### src/rtl/fdc_pkg.sv
package fdc_pkg;
  localparam int CLK_PERIOD_NS = 8;
  // Card organisation
  localparam int ROW_BITS = 10;
  localparam int COL_BITS = 10;
  localparam int WORD_ADDR_BITS = ROW_BITS + COL_BITS;
  localparam int DATA_BITS = 32;
  localparam int LANES = 4;
  localparam int PD_BITS = 8;
  // Timing figures in ns, ms and us as named
  localparam int PAGE_CYCLE_TIME_NS = 45;
  localparam int ADDRESS_ACCESS_TIME_NS = 46;
  localparam int RANDOM_CYCLE_TIME_NS = 130;
  localparam int ROW_PRECHARGE_NS = 50;
  localparam int ROW_TO_COL_NS = 20;
  localparam int COL_PULSE_NS = 21;
  localparam int COL_PRECHARGE_NS = 10;
  localparam int REFRESH_PERIOD_MS = 128;
  localparam int REFRESH_ROWS = 1024;
  localparam int BATTERY_PERIOD_US = 125;
  localparam int BATTERY_PULSE_US = 1;
  // Least times round up, longest round down
  localparam int PAGE_CYCLE_CYC = (PAGE_CYCLE_TIME_NS + CLK_PERIOD_NS - 1) / CLK_PERIOD_NS;
  localparam int ACCESS_CYC = (ADDRESS_ACCESS_TIME_NS + CLK_PERIOD_NS - 1) / CLK_PERIOD_NS;
  localparam int RANDOM_CYCLE_CYC = (RANDOM_CYCLE_TIME_NS + CLK_PERIOD_NS - 1) / CLK_PERIOD_NS;
  localparam int PRECHARGE_CYC = (ROW_PRECHARGE_NS + CLK_PERIOD_NS - 1) / CLK_PERIOD_NS;
  localparam int ROW_TO_COL_CYC = (ROW_TO_COL_NS + CLK_PERIOD_NS - 1) / CLK_PERIOD_NS;
  localparam int COL_PULSE_CYC = (COL_PULSE_NS + CLK_PERIOD_NS - 1) / CLK_PERIOD_NS;
  localparam int COL_PRE_CYC = (COL_PRECHARGE_NS + CLK_PERIOD_NS - 1) / CLK_PERIOD_NS;
  localparam int REFRESH_INTERVAL_CYC =
    (REFRESH_PERIOD_MS * 1000000 / REFRESH_ROWS) / CLK_PERIOD_NS;
  localparam int BATTERY_PERIOD_CYC = BATTERY_PERIOD_US * 1000 / CLK_PERIOD_NS;
  localparam int BATTERY_PULSE_CYC = BATTERY_PULSE_US * 1000 / CLK_PERIOD_NS;
  // Presence-detect field positions
  localparam int PD_ADDR_LSB = 0;
  localparam int PD_ADDR_MSB = 3;
  localparam int PD_BANKS_BIT = 4;
  localparam int PD_SPEED_BIT = 5;
  localparam int PD_REFRESH_BIT = 7;

  typedef enum logic [1:0] {
    FDC_OP_READ,
    FDC_OP_WRITE,
    FDC_OP_REFRESH_ROW,
    FDC_OP_REFRESH_CBR
  } fdc_op_t;

  typedef struct packed {
    fdc_op_t op;
    logic [WORD_ADDR_BITS-1:0] addr;
    logic [DATA_BITS-1:0] wdata;
    logic [LANES-1:0] byte_en;
    logic page_hold;
  } fdc_req_t;

  typedef struct packed {
    logic [1:0] row_strobe_n;
    logic [LANES-1:0] col_strobe_n;
    logic write_enable_n;
    logic [ROW_BITS-1:0] addr;
  } fdc_pins_t;
endpackage

### src/rtl/fdc_pulse_div.sv
// One-cycle enable every PERIOD cycles
module fdc_pulse_div #(
  parameter int PERIOD = 125000
) (
  input wire logic clk,
  input wire logic resetn,
  input wire logic clear,
  output logic tick
);
  logic [31:0] count;

  always_ff @(posedge clk or negedge resetn) begin
    if (!resetn) begin
      count <= 32'h0;
      tick <= 1'b0;
    end else if (clear) begin
      count <= 32'h0;
      tick <= 1'b0;
    end else if (count == 32'(PERIOD - 1)) begin
      count <= 32'h0;
      tick <= 1'b1;
    end else begin
      count <= count + 32'h1;
      tick <= 1'b0;
    end
  end
endmodule

### src/rtl/fdc_host.sv
// Summary of operation
// - Word address splits into a 10-bit row then a 10-bit column.
// - Successive page column cycles start at least 45 ns apart.
// - Page read keeps row low, WE high, new column per column fall.
// - Page write keeps row low, WE low, data with each column fall.
// - Refresh by row-only, column-before-row, or battery-backup method.
// - Issue 1024 refreshes spread over each 128 ms.
// - Battery refresh: column low, WE high, row pulse <=1 us per 125 us.
module fdc_host
  import fdc_pkg::*;
#(
  parameter int REFRESH_CYC = fdc_pkg::REFRESH_INTERVAL_CYC,
  parameter int BATTERY_CYC = fdc_pkg::BATTERY_PERIOD_CYC
) (
  // Clock and reset
  input wire logic CLK,
  input wire logic RESETN,
  // Request port
  input wire logic REQ_VALID,
  input wire fdc_pkg::fdc_req_t REQ,
  input wire logic MODE_X16,
  input wire logic BATTERY_MODE,
  output logic REQ_READY,
  output logic RD_VALID,
  output logic [fdc_pkg::DATA_BITS-1:0] RD_DATA,
  output logic [fdc_pkg::PD_BITS-1:0] CARD_ID,
  // Card pins
  output fdc_pkg::fdc_pins_t PINS,
  output logic [fdc_pkg::DATA_BITS-1:0] DQ_OUT,
  output logic DQ_OE,
  input wire logic [fdc_pkg::DATA_BITS-1:0] DQ_IN,
  input wire logic [fdc_pkg::PD_BITS-1:0] PD_IN
);
  import fdc_pkg::*;

  typedef enum logic [3:0] {
    ST_IDLE, ST_ROW, ST_COL, ST_COL_PRE, ST_PAGE_WAIT, ST_RAS_OFF,
    ST_CBR_SETUP, ST_CBR_ROW, ST_BATT
  } fdc_state_t;

  fdc_state_t state;
  logic [15:0] tmr;
  logic [15:0] row_tmr;
  logic [ROW_BITS-1:0] open_row;
  logic open_bank;
  logic page_rd;
  fdc_req_t cur;
  logic refresh_pending;
  logic refresh_tick;
  logic batt_tick;
  logic [DATA_BITS-1:0] dq_s1, dq_s2;
  logic [PD_BITS-1:0] pd_s1, pd_s2;

  // Bank and lane selection for the current request
  function automatic logic bank_of(input logic [WORD_ADDR_BITS-1:0] a, input logic x16);
    bank_of = x16 & a[WORD_ADDR_BITS-1];
  endfunction

  function automatic logic [LANES-1:0] lanes_n(input logic [LANES-1:0] be,
                                                input logic x16, input logic bank);
    logic [LANES-1:0] m;
    m = be;
    if (x16) begin
      m = bank ? {be[3:2], 2'b00} : {2'b00, be[1:0]};
    end
    lanes_n = ~m;
  endfunction

  fdc_pulse_div #(.PERIOD(REFRESH_CYC)) u_ref (
    .clk(CLK), .resetn(RESETN), .clear(1'b0), .tick(refresh_tick));
  fdc_pulse_div #(.PERIOD(BATTERY_CYC)) u_batt (
    .clk(CLK), .resetn(RESETN), .clear(!BATTERY_MODE), .tick(batt_tick));

  // Two flops on pin inputs
  always_ff @(posedge CLK or negedge RESETN) begin
    if (!RESETN) begin
      dq_s1 <= '0;
      dq_s2 <= '0;
      pd_s1 <= '0;
      pd_s2 <= '0;
    end else begin
      dq_s1 <= DQ_IN;
      dq_s2 <= dq_s1;
      pd_s1 <= PD_IN;
      pd_s2 <= pd_s1;
    end
  end

  always_ff @(posedge CLK or negedge RESETN) begin
    if (!RESETN) begin
      CARD_ID <= '0;
    end else begin
      CARD_ID <= pd_s2;
    end
  end

  // refresh owed, tick wins over service
  always_ff @(posedge CLK or negedge RESETN) begin
    if (!RESETN) begin
      refresh_pending <= 1'b0;
    end else if (refresh_tick) begin
      refresh_pending <= 1'b1;
    end else if (state == ST_CBR_ROW && tmr == 16'h0) begin
      refresh_pending <= 1'b0;
    end
  end

  // cycles left before the next row strobe fall is allowed
  always_ff @(posedge CLK or negedge RESETN) begin
    if (!RESETN) begin
      row_tmr <= 16'h0;
    end else if (state == ST_ROW || state == ST_CBR_ROW || state == ST_BATT) begin
      // A battery pulse is a row cycle as well
      if (tmr == 16'h0) begin
        row_tmr <= 16'(RANDOM_CYCLE_CYC);
      end else if (row_tmr != 16'h0) begin
        row_tmr <= row_tmr - 16'h1;
      end
    end else if (row_tmr != 16'h0) begin
      row_tmr <= row_tmr - 16'h1;
    end
  end

  always_ff @(posedge CLK or negedge RESETN) begin
    if (!RESETN) begin
      state <= ST_IDLE;
      tmr <= 16'h0;
      cur <= '0;
      open_row <= '0;
      open_bank <= 1'b0;
      page_rd <= 1'b0;
      PINS <= '{row_strobe_n: 2'b11, col_strobe_n: '1, write_enable_n: 1'b1, addr: '0};
      DQ_OUT <= '0;
      DQ_OE <= 1'b0;
      REQ_READY <= 1'b0;
      RD_VALID <= 1'b0;
      RD_DATA <= '0;
    end else begin
      RD_VALID <= 1'b0;
      REQ_READY <= 1'b0;
      if (tmr != 16'h0) begin
        tmr <= tmr - 16'h1;
      end
      case (state)
        ST_IDLE: begin
          if (BATTERY_MODE) begin
            // column low, WE high while in backup
            PINS.col_strobe_n <= '0;
            PINS.write_enable_n <= 1'b1;
            if (batt_tick) begin
              PINS.row_strobe_n <= 2'b00;
              tmr <= 16'(BATTERY_PULSE_CYC - 1);
              state <= ST_BATT;
            end
          end else if (row_tmr == 16'h0 && tmr == 16'h0 &&
                       (refresh_pending || (REQ_VALID && REQ.op == FDC_OP_REFRESH_CBR))) begin
            // column-before-row refresh; one pass serves timer and request
            REQ_READY <= REQ_VALID && REQ.op == FDC_OP_REFRESH_CBR;
            PINS.col_strobe_n <= '0;
            PINS.write_enable_n <= 1'b1;
            tmr <= 16'(ROW_TO_COL_CYC);
            state <= ST_CBR_SETUP;
          end else if (row_tmr == 16'h0 && tmr == 16'h0 && REQ_VALID) begin
            // Waiting on tmr keeps the row precharge after the last row rise
            REQ_READY <= 1'b1;
            cur <= REQ;
            PINS.col_strobe_n <= '1;
            PINS.addr <= REQ.addr[WORD_ADDR_BITS-1 -: ROW_BITS];
            tmr <= 16'h0;
            state <= ST_ROW;
          end else begin
            PINS.col_strobe_n <= '1;
          end
        end
        ST_ROW: begin
          if (cur.op == FDC_OP_REFRESH_ROW || !MODE_X16) begin
            PINS.row_strobe_n <= MODE_X16 ? 2'b10 : 2'b00;
            if (cur.op == FDC_OP_REFRESH_ROW && MODE_X16) begin
              // Row-only refresh strobes the bank picked by address bit 0
              PINS.row_strobe_n <= cur.addr[0] ? 2'b01 : 2'b10;
            end
          end else begin
            PINS.row_strobe_n <= bank_of(cur.addr, 1'b1) ? 2'b01 : 2'b10;
          end
          open_row <= cur.addr[WORD_ADDR_BITS-1 -: ROW_BITS];
          open_bank <= bank_of(cur.addr, MODE_X16);
          // WE low for write, high otherwise
          PINS.write_enable_n <= (cur.op != FDC_OP_WRITE);
          page_rd <= (cur.op == FDC_OP_READ);
          tmr <= 16'(ROW_TO_COL_CYC);
          state <= (cur.op == FDC_OP_REFRESH_ROW) ? ST_COL_PRE : ST_COL;
          if (cur.op == FDC_OP_REFRESH_ROW) begin
            tmr <= 16'(PAGE_CYCLE_CYC);
          end
        end
        ST_COL: begin
          if (tmr == 16'h0) begin
            PINS.addr <= cur.addr[COL_BITS-1:0];
            // one strobe per enabled byte lane; x16 mode keeps only the two lanes of the open bank
            PINS.col_strobe_n <= lanes_n(cur.byte_en, MODE_X16, open_bank);
            DQ_OUT <= cur.wdata;
            DQ_OE <= (cur.op == FDC_OP_WRITE);
            // page cycle spacing; access wait plus sync delay
            tmr <= 16'(PAGE_CYCLE_CYC > ACCESS_CYC + 2 ? PAGE_CYCLE_CYC : ACCESS_CYC + 2);
            state <= ST_COL_PRE;
          end
        end
        ST_COL_PRE: begin
          if (tmr == 16'h0) begin
            if (cur.op == FDC_OP_READ) begin
              // sample no earlier than access time
              RD_DATA <= dq_s2;
              RD_VALID <= 1'b1;
            end
            PINS.col_strobe_n <= '1;
            DQ_OE <= 1'b0;
            tmr <= 16'(COL_PRE_CYC);
            state <= cur.page_hold ? ST_PAGE_WAIT : ST_RAS_OFF;
          end
        end
        ST_PAGE_WAIT: begin
          // same row, same WE, new column only
          if (REQ_VALID && tmr == 16'h0 && !refresh_pending &&
              REQ.addr[WORD_ADDR_BITS-1 -: ROW_BITS] == open_row &&
              bank_of(REQ.addr, MODE_X16) == open_bank &&
              (REQ.op == FDC_OP_READ) == page_rd &&
              (REQ.op == FDC_OP_READ || REQ.op == FDC_OP_WRITE)) begin
            REQ_READY <= 1'b1;
            cur <= REQ;
            state <= ST_COL;
          end else if (tmr == 16'h0) begin
            state <= ST_RAS_OFF;
          end
        end
        ST_RAS_OFF: begin
          PINS.row_strobe_n <= 2'b11;
          PINS.write_enable_n <= 1'b1;
          tmr <= 16'(PRECHARGE_CYC);
          state <= ST_IDLE;
        end
        ST_CBR_SETUP: begin
          if (tmr == 16'h0) begin
            // address not driven anew; single bank in x16 not needed
            PINS.row_strobe_n <= 2'b00;
            tmr <= 16'(COL_PULSE_CYC + PRECHARGE_CYC);
            state <= ST_CBR_ROW;
          end
        end
        ST_CBR_ROW: begin
          if (tmr == 16'h0) begin
            PINS.col_strobe_n <= '1;
            state <= ST_RAS_OFF;
          end
        end
        ST_BATT: begin
          // row pulse no longer than one microsecond
          if (tmr == 16'h0) begin
            PINS.row_strobe_n <= 2'b11;
            tmr <= 16'(PRECHARGE_CYC);
            state <= ST_IDLE;
          end
        end
        default: state <= ST_IDLE;
      endcase
    end
  end
endmodule

### config.mk
export PLATFORM = sky130hd
export DESIGN_NAME = fdc_host
export DESIGN_NICKNAME = d
export VERILOG_FILES = /design/src/rtl/fdc_pkg.sv /design/src/rtl/fdc_pulse_div.sv /design/src/rtl/fdc_host.sv
export SDC_FILE = /design/constraint.sdc
export NUM_CORES = 1
export LEC_CHECK = 0
export ABC_AREA = 1
export BUFFER_PORTS_ARGS = -buffer_cell sky130_fd_sc_hd__buf_2
export CAP_MARGIN = 20
export CORE_MARGIN = 4
export CORE_UTILIZATION = 45
export CTS_CLUSTER_SIZE = 24
export DETAILED_ROUTE_END_ITERATION = 7
export RECOVER_POWER = 100
export SLEW_MARGIN = 20
export SYNTH_ARGS = -nofsm -noshare
export SYNTH_HDL_FRONTEND = slang
export SYNTH_SLANG_ARGS = --single-unit
### constraint.sdc
create_clock -name CLK -period 2.46 [get_ports CLK]
set_input_delay 0.369 -clock CLK [delete_from_list [all_inputs] [get_ports CLK]]
set_output_delay 0.369 -clock CLK [all_outputs]
set_load 0.02 [all_outputs]
==> After elaboration in Yosys (flattened, before gate mapping) <==
Index checks and enable logic that the tools add are counted.
{ "classes": {"add_sub_neg": 4, "multipliers": 0, "div_mod_pow": 0, "n_lt_le_gt_ge": 0, "n_eq_ne": 32, "n_shift": 0, "mux": 77, "n_bitwise": 3, "reduce_logical": 43} }
{ "ops": {"columns": ["operator", "n"], "rows": [
  ["$mux 59", 4],
  ["$mux 16", 12],
  ["$pmux 59 s2", 1],
  ["$pmux 16 s7", 1],
  ["$mux 32", 3],
  ["$mux 4", 17],
  ["$add 32x1->32 const B", 2],
  ["$eq 32x14->1 const B", 2],
  ["$mux 10", 4],
  ["$logic_not 16->1", 2],
  ["$pmux 4 s8", 1],
  ["$reduce_bool 16->1", 2],
  ["$sub 16x1->16 const B", 2],
  ["$pmux 10 s2", 1],
  ["$mux 2", 9],
  ["$mux 1", 17],
  ["$eq 4x3->1 const B", 4],
  ["$ne 2x2->1 const B", 8],
  ["$reduce_and 5->1", 3],
  ["$logic_and 1x1->1", 12],
  ["$pmux 4 s3", 1],
  ["$eq 10x10->1", 1],
  ["$pmux 2 s5", 1],
  ["$reduce_and 3->1", 3],
  ["26 further kinds", 46]
]} }
{ "totals": {"register_bits": 346, "latchBits": 0, "mem_bits_rw": 0, "romBits": 0, "in_bits": 104, "n_memories": 0} }

==> Logic depth before layout (Yosys ltp) <==
{ "depth": {"depth_word": 9, "depth_mapped": 14, "mapped_depth_nobuf": 12} }

==> Cells and area by module <==
A second synthesis with hierarchy kept.
{ "unflattened": {"hier_cells": 1883, "hier_area_um2": 15687.5} }
{ "by_module_without_submodules": {"columns": ["module", "n_inst", "cells_each", "area_per_inst_um2"], "rows": [
  ["fdc_host", 1, 1249, 11526.1],
  ["fdc_pulse_div", 2, 317, 2080.7]
]} }

==> Least setup slack after synthesis <==
OpenSTA, ideal clock, no wires.
{ "synth_timing": {"kind": "reg2reg", "startpoint": "register tmr[0]", "endpoint": "register tmr[0]", "setup_time_ns": 0.077, "arrival_time_ns": 1.937, "required_ns": 2.383, "path_slack_ns": 0.446, "stages_incl_launch_ff": 13, "path_buffers": 1, "synth_period_minus_slack_ns": 2.014, "path_cell_list": "dfrtp_1 inv_1 ha_1 nand3_2 nor2_1 nand3_1 buf_2 ha_1 inv_1 a21oi_1 nor2_1 nand2_1 a21oi_1"} }
{ "synth_between": {"elab_chain_len": 7} }
{ "synth_lines": {"columns": ["element", "line_no", "source"], "rows": [
  ["from (decl)", "fdc_host.sv:42", "logic [15:0] tmr;"],
  ["from (signal assigned)", "fdc_host.sv:142", "tmr <= tmr - 16'h1;"],
  ["from (signal assigned)", "fdc_host.sv:152", "tmr <= 16'(BATTERY_PULSE_CYC - 1);"],
  ["from (signal assigned)", "fdc_host.sv:161", "tmr <= 16'(ROW_TO_COL_CYC);"],
  ["branches (longest 6 deep; another with $sub 16x1->16)", null, null],
  ["$pmux 16 s7 *", "fdc_host.sv:144", "case (state)"]
]} }
Every way passes the cells marked *.
A chain may end at the register's enable or synchronous reset.

==> Worst setup path in the final report <==
Same ends and word-level chain as after synthesis.

==> flow_summary.ini <==
[timing]
final-hold-violation-count = 0
final.period_utilization = 0.932
timing_max_transition_violations_final = 72
setup-tns-final_ns = 0
tightestPinTransition_ns = 1.70
final_period_minus_worst_setup_slack_ns = 2.29
timing.slew.headroom = -0.132
rsz0062_at_grt = false
clock_skew_ns = 0.0148
setup_violations = 0
achievable-frequency_mhz = 436

[route]
wl_um = 38900
met3WireLength_um = 2750
final_antenna_net_count = 0
dr.first_iter.drc_count = 819
vias_per_cell = 4.97
wl_met1_um = 18100
route.vias.total = 12500
first_pass_iters = 5
drc = 0
met2_length_um = 17400
highest-signal-layer = met5
routed_wire_length_per_instance_um = 15.5

[logic_synthesis]
ys.warnings.count = 0
syn_area_sq_mm = 0.0152
synth_cells = 1774
synthDominantAreaCellType = dfrtp_1
dominantRegCellSynth = dfrtp_1
synth_most_common_cell = nand2_1
postSynthAreaPerCell_sq_um = 8.57
synth-seq-area-share = 0.570
synth-async-reset-ratio = 1.00
synth.top_cells.by_area = dfrtp_1, nand2_1, nor2_1
netlist-cell-type-count = 44
number_of_enable_flip_flop_cells_after_synthesis = 0
synth_top_area_frac = 0.558
number_of_flip_flops_and_latches_in_the_synthesized_netlist = 346
ys_top_cells_by_count = nand2_1, dfrtp_1, nor2_1
syn_nets = 1886

[setup_path]
timing.rr.end = tmr[0]
worstRegToRegCells = 10
timing.critical_path.fanout_max = 11
slowest_delay_ns = 0.37
critical_path_launch_point = tmr[0]
timing_worst_setup_path_type = flip-flop to flip-flop
timing.rr.start = tmr[0]
crit_required_ns = 2.85
arrival_ns = 2.68
critical_path.endpoint_type = flip-flop
cp_slowest_cell = dfrtp_1
cpMostUsedCell = ha_1
critPathCapture = tmr[0]
reg2reg_slack_ns = 0.17
critical_path.cell_chain = inv_1 -> ha_1 -> nand3_2 -> nor2_1 -> nand3_1 -> buf_4 -> ha_1 -> a21boi_0 -> nor4_1 -> a21oi_1
start_kind = flip-flop

[die]
core_area_sq_mm = 0.0334
chipHeight_um = 192
die_area_sq_mm = 0.0368
die-width_um = 192
placementRows = 67
ios = 196
floorplan.initialDensity = 0.454

[clocking]
worst_setup_hold_path_clk_slew_ns = 0.06
clock_latency_ns = 0.53
cts_tree = done
cts-root-buf = clkbuf_16
postCtsSetupRepairBufs = 0
cts_num_sinks = 346
max-clock-path-buffers = 3
cts-htree-levels = 2
numCtsBuffers = 38

[run]
max_cap_violations = 1

[power]
power.density_cell_area_mw_per_mm2 = 1080
vdd_drop_max_mv = 0.699
power_leakage_uw = 0.00927

[global_route]
grt_first_pass_wirelength_um = 63200
grt_antenna_before_repair = 5
grt_max_degree = 75
globalRouteTotalUtil = 0.211
grt_remaining_overflow = 0
grt_pass1_vias = 12100

[cells_and_area]
final_layout_size_suffix_gt1_frac = 0.110
area_growth_syn_to_layout_pct = 20.6
final_nets = 2146
fin_area_sq_mm = 0.0183

[place]
finalWeightedCongestion = 0.890
post_dp_cell_area_sq_mm = 0.0168
port-buffer-count = 195
post-dp-hpwl_um = 27800

[run_status]
outcome = finished with violations
violations_in_the_final_reports = capacitance limit, slew limit

[hold_path]
hold_path.class = input pin to flip-flop
-- flip-flops by register name, indices dropped and copies added (netlist names) --
register	cells
refresh_pending	1
PINS	17
CARD_ID	8
pd_s1	8
u_batt.count	32
open_row	10
row_tmr	16
RD_DATA	32
DQ_OE	1
u_ref.tick	1
open_bank	1
page_rd	1
state	4
tmr	16
cur	59
RD_VALID	1
dq_s2	32
DQ_OUT	32
pd_s2	8
u_batt.tick	1
u_ref.count	32
REQ_READY	1
dq_s1	32
-- placed cells by master (no fill, tap or decap), types with 30 or more instances in the layout --
master / count
buf_2: 99
dfrtp_1: 339
nand4_1: 99
o21ai_0: 37
nand3_1: 55
nor3_1: 49
xor2_1: 40
nand2_1: 605
clkbuf_16: 39
dlygate4sd3_1: 41
inv_1: 154
clkbuf_1: 110
a21oi_1: 30
nor2_1: 197
-- what timing repair did --
item	in CTS	in global routing
endpoints found under the hold margin	104	0
gates resized for setup	0	2
setup endpoints to repair	0	11
hold buffers	41	0
-- worst min-delay path by stage --
stage | startpoint | to | slack [ns] | cells past startpoint
4_1_cts | REQ[10] | cur[10] | 0.07 | 3
3_3_place_gp | dq_s1[5] | dq_s2[5] | 0.33 | 0
2_1_floorplan | RESETN | CARD_ID[0] | 0.07 | 0
5_1_grt | REQ[28] | cur[28] | 0.07 | 3
6_report | REQ[10] | cur[10] | 0.09 | 3
3_5_place_dp | dq_s1[22] | dq_s2[22] | 0.33 | 0
-- per-layer routing --
layer | vias up | GRT usage
met5 | - | 0
met4 | 8 | 0.0431
met3 | 59 | 0.0436
met2 | 306 | 0.332
met1 | 5921 | 0.305
li1 | 6170 | -
-- cell type report --
class                           count  area [sq um]
Fill cell                        3170         15100
Sequential cell                   346          8670
Multi-Input combinational cell   1216          5670
Timing Repair Buffer              271          1590
Clock buffer                       51          1040
Inverter                          161           604
Tap cell                          448           561
Clock inverter                     14           200
Antenna cell                        1          2.50
-- report_power, final --
group          leakage (uW)  total, uW  switching [uW]  internal, uW
clock network      0.000597       5650            2250          3400
logic               0.00425       6280            4240          2040
registers           0.00442       7870             836          7040
-- worst max-delay path, delay by kind of cell (launching register included) --
family          cells  cell delay, ns
compound gates      2            0.25
fa+ha+maj           2            0.39
buf+inv             2            0.32
flops               1            0.37
simple gates        4            0.82
-- logic make-up after synthesis --
logic type | count (synthesis) | share of synthesized area
compound gates | 81 | 0.0288
fa+ha+maj | 8 | 0.00659
buf+inv | 212 | 0.0566
simple gates | 1063 | 0.301
xor+xnor | 64 | 0.0369
flops | 346 | 0.570
-- metrics by stage --
stage | cells | setup WS (ns) | hold WS (ns) | power, uW | utilization
after floorplan | 1774 | 0.446 | 0.0734 | 12200 | -
final | 2508 | 0.167 | 0.0856 | 19800 | 0.548
after global placement | 2401 | 0.214 | 0.332 | 14200 | 0.503
after CTS | 2507 | 0.167 | 0.0659 | 20100 | 0.553
after detailed placement | 2401 | 0.176 | 0.335 | 14300 | 0.503
after global routing | 2507 | 0.0177 | 0.0741 | 21200 | 0.548
No activity file was read; power rests on OpenSTA's default activity.
